--- config.mk ---
export PLATFORM = sky130hd
export DESIGN_NAME = tct_top
export DESIGN_NICKNAME = d
export VERILOG_FILES = /design/src/hdl/tct_pkg.sv /design/src/hdl/tct_top.sv
export SDC_FILE = /design/constraint.sdc
export NUM_CORES = 1
export LEC_CHECK = 0
export BUFFER_PORTS_ARGS = -buffer_cell sky130_fd_sc_hd__buf_2
export CORE_MARGIN = 3
export CORE_UTILIZATION = 40
export CTS_CLUSTER_DIAMETER = 120
export CTS_CLUSTER_SIZE = 16
export DETAILED_ROUTE_END_ITERATION = 12
export PLACE_DENSITY = 0.63
export SLEW_MARGIN = 20
export SYNTH_ARGS = -nofsm -noshare
export SYNTH_HDL_FRONTEND = slang
export SYNTH_SLANG_ARGS = --single-unit
--- constraint.sdc ---
create_clock -name i_mclk -period 2.25 [get_ports i_mclk]
set_input_delay 0.45 -clock i_mclk [delete_from_list [all_inputs] [get_ports i_mclk]]
set_output_delay 0.45 -clock i_mclk [all_outputs]
set_load 0.1 [all_outputs]
--- src/hdl/tct_pkg.sv ---
/*
 Package for the three-timer counter unit: register offsets, field positions,
 reset values, mode encodings and carrier structs.
 Assumes a plain byte-wide register port with one-cycle strobes.
*/
package tct_pkg;
	// Register offsets (byte addresses on the register port)
	localparam logic [7:0] TCT_ADDR_CTRL = 8'h88;
	localparam logic [7:0] TCT_ADDR_MODE = 8'h89;
	localparam logic [7:0] TCT_ADDR_T0L = 8'h8A;
	localparam logic [7:0] TCT_ADDR_T1L = 8'h8B;
	localparam logic [7:0] TCT_ADDR_T0H = 8'h8C;
	localparam logic [7:0] TCT_ADDR_T1H = 8'h8D;
	localparam logic [7:0] TCT_ADDR_CKSEL = 8'h8E;
	localparam logic [7:0] TCT_ADDR_T2CTRL = 8'hC8;
	localparam logic [7:0] TCT_ADDR_CAPL = 8'hCA;
	localparam logic [7:0] TCT_ADDR_CAPH = 8'hCB;
	localparam logic [7:0] TCT_ADDR_T2L = 8'hCC;
	localparam logic [7:0] TCT_ADDR_T2H = 8'hCD;
	localparam logic [7:0] TCT_ADDR_IEN = 8'hA8;

	// Timer control register fields
	localparam int TCT_CTRL_T0RUN = 4;
	localparam int TCT_CTRL_T0OVF = 5;
	localparam int TCT_CTRL_T1RUN = 6;
	localparam int TCT_CTRL_T1OVF = 7;
	// Mode register fields: timer0 in [3:0], timer1 in [7:4]
	localparam int TCT_MODE_GATE = 3;
	localparam int TCT_MODE_CT = 2;
	// Clock select fields
	localparam int TCT_CK_T0 = 3;
	localparam int TCT_CK_T1 = 4;
	localparam int TCT_CK_T2 = 5;
	localparam logic [7:0] TCT_CK_MASK = 8'h38;
	// Timer 2 control fields
	localparam int TCT_T2_CPRL = 0;
	localparam int TCT_T2_CT = 1;
	localparam int TCT_T2_RUN = 2;
	localparam int TCT_T2_EXEN = 3;
	localparam int TCT_T2_BAUD_R = 4;
	localparam int TCT_T2_BAUD_T = 5;
	localparam int TCT_T2_OVF = 7;
	// Interrupt enable fields
	localparam int TCT_IEN_T0 = 0;
	localparam int TCT_IEN_T1 = 1;
	localparam int TCT_IEN_T2 = 2;

	localparam logic [7:0] TCT_RST_BYTE = 8'h00;
	localparam logic [3:0] TCT_DIV_LAST = 4'hB;

	typedef enum logic [1:0] {
		TCT_M13 = 2'h0,
		TCT_M16 = 2'h1,
		TCT_M8R = 2'h2,
		TCT_MSPL = 2'h3
	} tct_mode_t;

	typedef struct packed {
		logic [7:0] addr;
		logic [7:0] wdata;
		logic wr;
		logic rd;
	} tct_bus_t;

	typedef struct packed {
		logic ext_interrupt0_pin;
		logic ext_interrupt1_pin;
		logic timer0_count_pin;
		logic timer1_count_pin;
		logic timer2_count_pin;
		logic timer2_capture_pin;
	} tct_pins_t;
endpackage

--- src/hdl/tct_top.sv ---
/*
 Three-timer counter unit: timers 0 and 1 with 13-bit, 16-bit and 8-bit
 auto-reload modes, timer 2 as a 16-bit timer/counter with capture.
 Assumes pins already synchronous to i_mclk and a register master that
 issues one-cycle strobes, reading data the cycle after a read strobe.
*/
// Design decision made here: the address-and-strobe port.
// Notes on behaviour
// - Outside split mode, timer 0 counts only when run set and gating off or interrupt pin high.
// - Setting run never clears or preloads the count.
// - Timer 1 mode 0 is a 13-bit counter, handled like timer 0.
// - Mode 1 uses all 16 bits of low and high bytes.
// - Mode 2 counts in the low byte; high byte holds reload.
// - Mode 2 wrap sets timer 0 overflow flag and reloads low byte.
// - Timer 0 interrupt request follows its flag when enabled.
// - Reload leaves the high byte unchanged.
// - Timer 1 mode 2 behaves like timer 0 with its own flag.
// - Clock select bit 3 picks undivided or divide-by-12 clock for timer 0.
// - Clock select bit 4 does the same for timer 1.
// - Clock select bit 5 does the same for timer 2.
// - Timer 2 clock select ignored in baud mode or counter mode.
// - Unused clock select bits read zero, writes ignored.
// - Falling capture pin edge copies timer 2 count into capture registers.
// - Timer 2 counts clock, or falling count-pin edges in counter mode.
// - Timer 2 wrap outside baud mode sets its overflow flag and requests interrupt.
// - Capture mode needs capture select and run both set.
// - Capture edges are ignored while external enable is clear.
`timescale 1ns/100ps
`default_nettype none
module tct_top (
	// Clock and reset
	input wire logic i_mclk,
	input wire logic i_nrst,
	// Register port
	input wire tct_pkg::tct_bus_t i_bus,
	output logic [7:0] o_rdata,
	// External pins
	input wire tct_pkg::tct_pins_t i_pins,
	// Interrupt requests: timer 0, timer 1, timer 2
	output logic [2:0] o_irq
);
	import tct_pkg::*;

	logic [7:0] ctrl, next_ctrl;
	logic [7:0] mode, next_mode;
	logic [7:0] cksel, next_cksel;
	logic [7:0] t2ctrl, next_t2ctrl;
	logic [7:0] ien, next_ien;
	logic [7:0] t0l, next_t0l, t0h, next_t0h;
	logic [7:0] t1l, next_t1l, t1h, next_t1h;
	logic [15:0] t2, next_t2;
	logic [15:0] cap, next_cap;
	logic [7:0] rdata, next_rdata;
	logic [3:0] div, next_div;
	tct_pins_t pins_q, next_pins_q;
	logic [2:0] irq, next_irq;

	// Clock enable for timer `sel`: undivided or one in twelve
	function automatic logic tick(input logic sel, input logic div12);
		return sel | div12;
	endfunction

	// Gated count request for timers 0/1
	function automatic logic run_ok(input logic run, input logic gate, input logic pin);
		return run & (~gate | pin);
	endfunction

	logic div12;
	logic t0_inc, t1_inc, t2_inc;
	logic t0_ovf, t1_ovf, t0h_ovf, t2_ovf, cap_ev;
	logic t2_baud;
	logic wr;

	always_comb begin
		wr = i_bus.wr;
		div12 = (div == TCT_DIV_LAST);
		next_div = div12 ? 4'h0 : div + 4'h1;
		next_pins_q = i_pins;
	end

	// Count enables, register writes and counter updates
	always_comb begin
		// Timer 0/1 increment: timer when C/T clear, else falling count-pin edge
		t0_inc = run_ok(ctrl[TCT_CTRL_T0RUN], mode[TCT_MODE_GATE], i_pins.ext_interrupt0_pin) &
			(mode[TCT_MODE_CT] ? (pins_q.timer0_count_pin & ~i_pins.timer0_count_pin) :
			tick(cksel[TCT_CK_T0], div12));
		t1_inc = run_ok(ctrl[TCT_CTRL_T1RUN], mode[4 + TCT_MODE_GATE], i_pins.ext_interrupt1_pin) &
			(mode[4 + TCT_MODE_CT] ? (pins_q.timer1_count_pin & ~i_pins.timer1_count_pin) :
			tick(cksel[TCT_CK_T1], div12));
		t2_baud = t2ctrl[TCT_T2_BAUD_R] | t2ctrl[TCT_T2_BAUD_T];
		if (t2ctrl[TCT_T2_CT]) begin
			t2_inc = pins_q.timer2_count_pin & ~i_pins.timer2_count_pin;
		end else if (t2_baud) begin
			t2_inc = 1'b1;
		end else begin
			t2_inc = tick(cksel[TCT_CK_T2], div12);
		end
		t2_inc = t2_inc & t2ctrl[TCT_T2_RUN];
		cap_ev = t2ctrl[TCT_T2_CPRL] & t2ctrl[TCT_T2_RUN] & t2ctrl[TCT_T2_EXEN] &
			pins_q.timer2_capture_pin & ~i_pins.timer2_capture_pin;

		next_ctrl = ctrl;
		next_mode = mode;
		next_cksel = cksel;
		next_t2ctrl = t2ctrl;
		next_ien = ien;
		next_t0l = t0l;
		next_t0h = t0h;
		next_t1l = t1l;
		next_t1h = t1h;
		next_t2 = t2;
		next_cap = cap;
		t0_ovf = 1'b0;
		t1_ovf = 1'b0;
		t0h_ovf = 1'b0;
		t2_ovf = 1'b0;

		// Software writes first; hardware updates below win over them
		if (wr) begin
			if (i_bus.addr == TCT_ADDR_CTRL) begin
				next_ctrl = i_bus.wdata;
			end else if (i_bus.addr == TCT_ADDR_MODE) begin
				next_mode = i_bus.wdata;
			end else if (i_bus.addr == TCT_ADDR_T0L) begin
				next_t0l = i_bus.wdata;
			end else if (i_bus.addr == TCT_ADDR_T1L) begin
				next_t1l = i_bus.wdata;
			end else if (i_bus.addr == TCT_ADDR_T0H) begin
				next_t0h = i_bus.wdata;
			end else if (i_bus.addr == TCT_ADDR_T1H) begin
				next_t1h = i_bus.wdata;
			end else if (i_bus.addr == TCT_ADDR_CKSEL) begin
				next_cksel = i_bus.wdata & TCT_CK_MASK;
			end else if (i_bus.addr == TCT_ADDR_T2CTRL) begin
				next_t2ctrl = i_bus.wdata;
			end else if (i_bus.addr == TCT_ADDR_IEN) begin
				next_ien = i_bus.wdata;
			end else if (i_bus.addr == TCT_ADDR_CAPL) begin
				next_cap[7:0] = i_bus.wdata;
			end else if (i_bus.addr == TCT_ADDR_CAPH) begin
				next_cap[15:8] = i_bus.wdata;
			end else if (i_bus.addr == TCT_ADDR_T2L) begin
				next_t2[7:0] = i_bus.wdata;
			end else if (i_bus.addr == TCT_ADDR_T2H) begin
				next_t2[15:8] = i_bus.wdata;
			end
		end

		// Timer 0
		if (t0_inc) begin
			case (tct_mode_t'(mode[1:0]))
				TCT_M13: begin
					// Five-bit prescale in low byte, eight bits in high byte
					next_t0l = {t0l[7:5], t0l[4:0] + 5'h01};
					if (t0l[4:0] == 5'h1F) begin
						next_t0h = t0h + 8'h01;
						t0_ovf = (t0h == 8'hFF);
					end
				end
				TCT_M16: begin
					{next_t0h, next_t0l} = {t0h, t0l} + 16'h0001;
					t0_ovf = ({t0h, t0l} == 16'hFFFF);
				end
				TCT_M8R: begin
					next_t0l = (t0l == 8'hFF) ? t0h : t0l + 8'h01;
					t0_ovf = (t0l == 8'hFF);
				end
				default: begin
					// Split mode: low byte counts alone
					next_t0l = t0l + 8'h01;
					t0_ovf = (t0l == 8'hFF);
				end
			endcase
		end
		// In split mode the high byte runs off timer 1's run bit and sets its flag
		if (tct_mode_t'(mode[1:0]) == TCT_MSPL && ctrl[TCT_CTRL_T1RUN] &&
			tick(cksel[TCT_CK_T0], div12)) begin
			next_t0h = t0h + 8'h01;
			t0h_ovf = (t0h == 8'hFF);
		end

		// Timer 1; mode 3 holds it stopped
		if (t1_inc) begin
			case (tct_mode_t'(mode[5:4]))
				TCT_M13: begin
					next_t1l = {t1l[7:5], t1l[4:0] + 5'h01};
					if (t1l[4:0] == 5'h1F) begin
						next_t1h = t1h + 8'h01;
						t1_ovf = (t1h == 8'hFF);
					end
				end
				TCT_M16: begin
					{next_t1h, next_t1l} = {t1h, t1l} + 16'h0001;
					t1_ovf = ({t1h, t1l} == 16'hFFFF);
				end
				TCT_M8R: begin
					next_t1l = (t1l == 8'hFF) ? t1h : t1l + 8'h01;
					t1_ovf = (t1l == 8'hFF);
				end
				default: begin
					next_t1l = t1l;
				end
			endcase
		end

		// Timer 2
		if (t2_inc) begin
			next_t2 = t2 + 16'h0001;
			t2_ovf = (t2 == 16'hFFFF) && !t2_baud;
		end
		if (cap_ev) begin
			next_cap = t2;
		end

		// Flags: a set in the same cycle as a clear wins
		if (t0_ovf) begin
			next_ctrl[TCT_CTRL_T0OVF] = 1'b1;
		end
		if (t1_ovf | t0h_ovf) begin
			next_ctrl[TCT_CTRL_T1OVF] = 1'b1;
		end
		if (t2_ovf) begin
			next_t2ctrl[TCT_T2_OVF] = 1'b1;
		end
		// Capture flag in bit 6 when capture event seen
		if (cap_ev) begin
			next_t2ctrl[6] = 1'b1;
		end

	end

	// Requests follow the flags and enables as they stand after this edge
	always_comb begin
		next_irq[0] = next_ctrl[TCT_CTRL_T0OVF] & next_ien[TCT_IEN_T0];
		next_irq[1] = next_ctrl[TCT_CTRL_T1OVF] & next_ien[TCT_IEN_T1];
		next_irq[2] = (next_t2ctrl[TCT_T2_OVF] | next_t2ctrl[6]) & next_ien[TCT_IEN_T2];

	end

	// Read data for the next cycle
	always_comb begin
		next_rdata = 8'h00;
		if (i_bus.rd) begin
			if (i_bus.addr == TCT_ADDR_CTRL) begin
				next_rdata = ctrl;
			end else if (i_bus.addr == TCT_ADDR_MODE) begin
				next_rdata = mode;
			end else if (i_bus.addr == TCT_ADDR_T0L) begin
				next_rdata = t0l;
			end else if (i_bus.addr == TCT_ADDR_T1L) begin
				next_rdata = t1l;
			end else if (i_bus.addr == TCT_ADDR_T0H) begin
				next_rdata = t0h;
			end else if (i_bus.addr == TCT_ADDR_T1H) begin
				next_rdata = t1h;
			end else if (i_bus.addr == TCT_ADDR_CKSEL) begin
				next_rdata = cksel & TCT_CK_MASK;
			end else if (i_bus.addr == TCT_ADDR_T2CTRL) begin
				next_rdata = t2ctrl;
			end else if (i_bus.addr == TCT_ADDR_IEN) begin
				next_rdata = ien;
			end else if (i_bus.addr == TCT_ADDR_CAPL) begin
				next_rdata = cap[7:0];
			end else if (i_bus.addr == TCT_ADDR_CAPH) begin
				next_rdata = cap[15:8];
			end else if (i_bus.addr == TCT_ADDR_T2L) begin
				next_rdata = t2[7:0];
			end else if (i_bus.addr == TCT_ADDR_T2H) begin
				next_rdata = t2[15:8];
			end
		end
	end

	// Prescaler and pin history; a zero history can never fake a falling edge
	always_ff @(posedge i_mclk or negedge i_nrst) begin
		if (!i_nrst) begin
			div <= 4'h0;
			pins_q <= '0;
		end else begin
			div <= next_div;
			pins_q <= next_pins_q;
		end
	end

	// Control registers and counters
	always_ff @(posedge i_mclk or negedge i_nrst) begin
		if (!i_nrst) begin
			ctrl <= TCT_RST_BYTE;
			mode <= TCT_RST_BYTE;
			cksel <= TCT_RST_BYTE;
			t2ctrl <= TCT_RST_BYTE;
			ien <= TCT_RST_BYTE;
			t0l <= TCT_RST_BYTE;
			t0h <= TCT_RST_BYTE;
			t1l <= TCT_RST_BYTE;
			t1h <= TCT_RST_BYTE;
			t2 <= 16'h0000;
			cap <= 16'h0000;
		end else begin
			ctrl <= next_ctrl;
			mode <= next_mode;
			cksel <= next_cksel;
			t2ctrl <= next_t2ctrl;
			ien <= next_ien;
			t0l <= next_t0l;
			t0h <= next_t0h;
			t1l <= next_t1l;
			t1h <= next_t1h;
			t2 <= next_t2;
			cap <= next_cap;
		end
	end

	// Interrupt request levels
	always_ff @(posedge i_mclk or negedge i_nrst) begin
		if (!i_nrst) begin
			irq <= 3'h0;
		end else begin
			irq <= next_irq;
		end
	end

	// Read data register; zero outside the slot after a read strobe
	always_ff @(posedge i_mclk or negedge i_nrst) begin
		if (!i_nrst) begin
			rdata <= TCT_RST_BYTE;
		end else begin
			rdata <= next_rdata;
		end
	end

	assign o_rdata = rdata;
	assign o_irq = irq;
endmodule
`default_nettype wire

# Word level (Yosys, flattened, before mapping)
# Index checks and enable logic that the tools add are counted.
[op_classes] n_eq_ne=59 n_reduce_logical=29 mux=117 add_sub_neg=10 bitwise_logic=37
[op_table] op="$mux W8" n=62
[op_table] op="$mux W16" n=24
[op_table] op="$eq A8 B8 Y1 const B" n=17
[op_table] op="$ne A2 B2 Y1 const B" n=29
[op_table] op="$add A16 B1 Y16 const B" n=3
[op_table] op="$eq A16 B16 Y1 const B" n=3
[op_table] op="$pmux W8 S3" n=2
[op_table] op="$add A8 B1 Y8 const B" n=4
[op_table] op="$pmux W8 S2" n=2
[op_table] op="$mux W3" n=10
[op_table] op="$reduce_bool A2 Y1" n=10
[op_table] op="$and A1 B1 Y1" n=15
[op_table] op="$mux W1" n=14
[op_table] op="$not A1 Y1" n=14
[op_table] op="$reduce_and A14 Y1" n=1
[op_table] op="$reduce_and A13 Y1" n=1
[op_table] op="$reduce_and A12 Y1" n=1
[op_table] op="$reduce_and A11 Y1" n=1
[op_table] op="$add A5 B1 Y5 const B" n=2
[op_table] op="$eq A5 B5 Y1 const B" n=2
[op_table] op="$reduce_and A10 Y1" n=1
[op_table] op="$reduce_and A9 Y1" n=1
[op_table] op="$or A1 B1 Y1" n=8
[op_table] op="$reduce_and A8 Y1" n=1
[op_table] op="other kinds (18)" n=24
[totals] in_bits=26 regBits=118

# Longest topological paths before layout
[logic_depth] depth_word=16 ltp_mapped=11

# Worst setup path before layout
# Ideal clock, no wire load.
[synth_timing] kind="reg-to-reg" startpoint="reg div[0]" endpoint="reg t1l[6]" arrival_ps=2118 t_required_ps=2125 period_less_slack_ps=2243 stages_incl_launch_ff=8 n_path_buf=1 path_slack_ps=7 cell_sequence="dfrtp_1 > ha_1 > and3b_1 > buf_2 > or3_1 > nand3_1 > mux2i_1 > mux2_2"
[synth_via] elab_chain_cells=6
[synth_rtl] element="from (decl)" line_no="tct_top.sv:54" text="logic [3:0] div, next_div;"
[synth_rtl] element="from (signal assigned)" line_no="tct_top.sv:280" text="div <= next_div;"
[synth_rtl] element="$eq A4 B4 Y1 (*)" line_no="tct_top.sv:76" text="div12 = (div == TCT_DIV_LAST);"
[synth_rtl] element="$or A1 B1 Y1 (*)" line_no="tct_top.sv:60" text="return sel | div12;"
[synth_rtl] element="$mux W1 (*)" line_no="tct_top.sv:88" text="(mode[4 + TCT_MODE_CT] ? (pins_q.timer1_count_pin & ~i_pins.timer1_count_pin) :"
[synth_rtl] element="$and A1 B1 Y1 (*)" line_no="tct_top.sv:87" text="t1_inc = run_ok(ctrl[TCT_CTRL_T1RUN], mode[4 + TCT_MODE_GATE], i_pins.ext_interrupt1_pin) &"
[synth_rtl] element="$ne A3 B1 Y1 (no line), or another cell as far along"
[synth_rtl] element="$reduce_and A7 Y1 (no line)"
[synth_rtl] element="to (signal assigned)" line_no="tct_top.sv:307" text="t1l <= next_t1l;"
[synth_rtl] element="to (decl)" line_no="tct_top.sv:50" text="logic [7:0] t1l, next_t1l, t1h, next_t1h;"
# Every way passes the cells marked *; elsewhere a longest branch is shown, timed or not.
# A chain may end at the register's enable or synchronous reset.

# Final worst setup path
# Same ends and word-level chain as after synthesis.

==> summary by stage <==
Layout
The footprint of the multi-input gates is 4610 sq um. Summing all flip-flop and latch instances after layout gives 2950 sq um. The finished cells cover 9790 sq um. The count of filler cells inserted in the layout is 1813.

Cells with a size suffix above 1 make up 25.6% of the layout. The most common cell after layout, fill and taps aside is sky130_fd_sc_hd__buf_4. The post-synthesis to final-layout area growth is 24.4%. In the layout the commonest cells are 122 x sky130_fd_sc_hd__buf_4, 118 x sky130_fd_sc_hd__dfrtp_1, 106 x sky130_fd_sc_hd__nand2_1, 85 x sky130_fd_sc_hd__nor2_1, 71 x sky130_fd_sc_hd__o21ai_0.

The count of cells in the finished layout, fillers not included, comes to 1308. The total number of nets in the final design is 1073. The repair_antennas step left the layout with diodes totalling 0.

Clock network
The insertion delay to the later sink of the worst-skew pair is 0.42 ns. Clock-pin slew was measured on the worst setup and hold paths at 0.06 ns. The clock sink count is 118. The number of buffers between clock root and the deepest sink is 2. The number of buffers inserted during clock tree synthesis is 17. The tree is rooted in a sky130_fd_sc_hd__clkbuf_16. In this run the number of H-tree levels came out at 4. The number of buffers inserted by post-CTS setup repair is 0.

The TritonCTS clock tree is done.

Worst setup path
The highest cell delay on the worst timing path is 0.40 ns. The worst setup path is of the reg2reg kind. The launch point of the worst reg-to-reg path is div[0]$_DFF_PN0_.

The reg2reg setup slack is 0.08 ns. The worst setup path is captured at a flop. The critical path goes through ha_1 > and3b_2 > or3_1 > nand3_2 > mux2i_2 > mux2_2.

At the worst endpoint, the required time is 2.56 ns. The sort of element at the start of the critical path is a flop. Along the worst path, the maximum fanout reaches 7. The slowest cell on the critical path is sky130_fd_sc_hd__or3_1. In this run the critical register-to-register path is captured at t1l[6]$_DFFE_PN0P_.

Measured in cells, the most critical reg-to-reg path has a length of 6. The endpoint arrival time on the critical path is 2.48 ns.

STA
The worst hold slack is 0.146 ns. The worst path meets setup with 0.0826 ns of slack. Setup violations remaining at the end of the flow were counted as 0. At the pin with the least slew margin, the transition time is 0.642 ns.

The clock skew after layout is 0.00681 ns. The summed negative setup slack over all endpoints is 0 ns. The clock period minus worst slack is 2.17 ns. The max-slew violation total from the final report is 0. The hold violation total from the final report is 0.

In the finished design, the share of the clock period the worst path needs comes to 96.3%. Measured against its own limit, the worst slew margin works out to 57.2%. Timing would allow up to 461 MHz. Setup repair after global routing left no endpoint under its margin.

Detailed routing
The mean number of vias per cell is 5.98. Once detail routing completed, the nets flagged for antenna violations numbered 0. The count of unresolved DRC violations after routing is 0.

The average wire per standard cell is 20.8 um. The number of vias after detailed routing is 7821. The number of iterations in the first detailed-routing pass is 5.

The number of DRC violations after detailed-routing iteration 0 is 966. The post-detailed-routing wire length is 27.2 mm.

Global route
The global-route track usage on met2 is 39.0%. The number of global-route vias before repair is 7425. Global routing consumed, over all layers together, 25.4% of the routing resources. met2 is the most crowded layer. Entering global routing, the biggest net connects 60 pins. The total overflow left after global routing is 0. The initial antenna violation count is 0.

The routing usage on met3 is 4.47%. For this run, global-route usage on met1 was measured as 36.8%. The first-pass GRT wire length is 43.1 mm.

Die
The die height is 146 um. The floorplan die width is 146 um. During I/O placement, the number of pins put on the boundary was 37.

The standard-cell row count is 50. The floorplan step defined a core boundary enclosing 19000 sq um. The effective utilization at floorplan is 41.4%. The die covers 21400 sq um.

Power and ir drop
The fraction of power consumed by the clock network is 43.2%. The ratio of total power to cell area is 692 nW/um^2. The switching power summed over all nets is 1970 uW. The internal power of the cells totals 4810 uW. The share of total power dissipated in sequential elements is 38.4%. The share of power burned in combinational logic is 18.4%.

Net switching is 29.0% of the power. IR analysis of the VDD net gives a maximum drop of 0.000506 V. The static leakage is 0.00435 uW.

Synth
Counting flops with a built-in enable in the synthesized netlist gives 0. The synthesized netlist occupies a cell area of 7870 sq um. Averaged over all synthesized cells, the footprint is 8.64 sq um. The number of nets in the synthesized netlist is 949. Yosys mapped the design onto 79 distinct sky130hd cell types. For this run, the number of Yosys warnings is 0. For this run, the leading register cell type out of synthesis is sky130_fd_sc_hd__dfrtp_1. The proportion of synthesized flip-flops having asynchronous set or reset is 100%.

In the synthesized netlist, the number of instances is 911. Summing the sequential cell areas from Yosys gives 37.5% of the chip area. The flip-flop and latch count after synthesis is 118.

Outcome
The flow ran to the end, and the final reports show no timing, DRC or antenna violations.

Place
Buffers placed on the I/O ports in this run total 36. The post-place setup slack is -0.0785 ns. The routability-driven placement congestion ratio is 0.962. After detailed placement, the design holds a cell count of 1275. The wire-length estimate of the detail-placed layout is 19.7 mm.

The post-detailed-placement cell area is 9120 sq um.

Hold path
In this run the most critical hold path is launched from i_pins[2]. The destination of the worst hold path is pins_q[2]$_DFF_PN0_. The cell depth of the worst hold path is 1. The tightest min-delay check is of the in2reg type.

Job
Max-cap violations in this run came to 0.
[logic make-up after synthesis]
group	after synthesis	share of synthesized area (%)
AO/OA/AOI/OAI	268	22.3
XOR/XNOR	11	1.22
adder cells (fa/ha/maj)	12	1.91
buffers and inverters	84	4.47
flip-flops	118	37.5
multiplexers	78	10.5
AND/OR/NAND/NOR	340	22.2
[repair_timing]
item                                    CTS  global route
resized for setup                         1             7
pin swaps                                 0             1
hold buffers                              1             0
endpoints found under the hold margin    18             0
endpoints found under the setup margin    3            14
[per-layer routing]
metal,vias up,wire length (um)
met5,-,0
met4,0,567
met3,45,2160
met2,413,12300
met1,3751,12100
li1,3612,-
[worst max-delay path by stage]
stage | from | to | slack [ns] | cells after the start
final | div[0]$_DFF_PN0_ | t1l[6]$_DFFE_PN0P_ | 0.08 | 6
after floorplan | div[0]$_DFF_PN0_ | t1l[6]$_DFFE_PN0P_ | 0.007 | 7
after CTS | div[0]$_DFF_PN0_ | t1l[1]$_DFFE_PN0P_ | 0.07 | 7
after global routing | mode[5]$_DFFE_PN0P_ | t1l[1]$_DFFE_PN0P_ | 0.0002 | 8
after detailed placement | i_bus[14] | o_rdata[1]$_DFF_PN0_ | -0.08 | 9
after global placement | i_bus[10] | o_irq[2]$_DFF_PN0_ | -0.05 | 6
[critical path, delay by kind of cell, from the launching register on]
family	cells	cell delay, ns
fa+ha+maj	1	0.21
flops	1	0.37
mux	2	0.62
simple gates	3	0.86
[cells in the mapped netlist (all sizes together), types with 3 or more instances]
library cell | n | area share [%]
a21o | 5 | 0.48
nand2b | 11 | 0.87
xnor2 | 7 | 0.78
or3 | 7 | 0.56
nand3b | 3 | 0.29
o22ai | 18 | 1.4
a221o | 8 | 1.0
a31oi | 6 | 0.48
a211o | 3 | 0.35
nand4 | 12 | 1.0
and3 | 12 | 0.95
a22oi | 12 | 1.1
nor2b | 8 | 0.64
o221ai | 3 | 0.33
nor4b | 3 | 0.72
nor3 | 24 | 2.2
o21a | 4 | 0.38
o21ai | 74 | 4.8
nand3 | 37 | 2.5
a22o | 3 | 0.33
and2 | 6 | 0.48
o211ai | 7 | 0.67
mux2 | 35 | 5.0
or4 | 4 | 0.38
o31ai | 6 | 0.57
buf | 22 | 1.5
a221oi | 4 | 0.44
dfrtp | 118 | 38
o2111ai | 10 | 1.2
o221a | 5 | 0.72
a211oi | 6 | 0.64
o311ai | 3 | 0.33
clkbuf | 35 | 1.7
nor2 | 85 | 4.1
and4 | 5 | 0.56
nand2 | 107 | 5.1
mux2i | 43 | 5.5
or2 | 6 | 0.48
a2bb2oi | 3 | 0.33
inv | 26 | 1.2
a21boi | 6 | 0.57
ha | 12 | 1.9
nor4 | 4 | 0.59
xor2 | 4 | 0.44
a21oi | 66 | 4.2
[power groups by stage]
stage                     sequential (uW)  combinational, uW  clock [uW]
final                                2600               1250        2930
after global placement               2630               1210           0
after floorplan                      2580                676           0
after CTS                            2590               1220        2950
after detailed placement             2630               1220           0
after global routing                 2630               1360        3050
[metrics by stage]
stage | power (uW) | util (%)
final | 6780 | 51.5
after global routing | 7040 | 51.5
after CTS | 6770 | 51.3
after detailed placement | 3840 | 48.0
after global placement | 3840 | 48.0
after floorplan | 3250 | -
[registers in the layout, summed over array words and instances (netlist names)]
signal and cells:
div 4, t2 16, mode 8, ien 8
t0h 8, ctrl 8, o_irq 3, t1l 8
o_rdata 8, t1h 8, cksel 3, pins_q 4
cap 16, t0l 8, t2ctrl 8
[cell type report]
cell class                      instances  share of cell area (%)
Clock buffer                           23                    4.88
Clock inverter                          9                    1.51
Inverter                               27                    1.03
Multi-Input combinational cell        709                    47.0
Sequential cell                       118                    30.1
Tap cell                              260                    3.32
Timing Repair Buffer                  162                    12.1
Power figures use the tool's default switching activity.
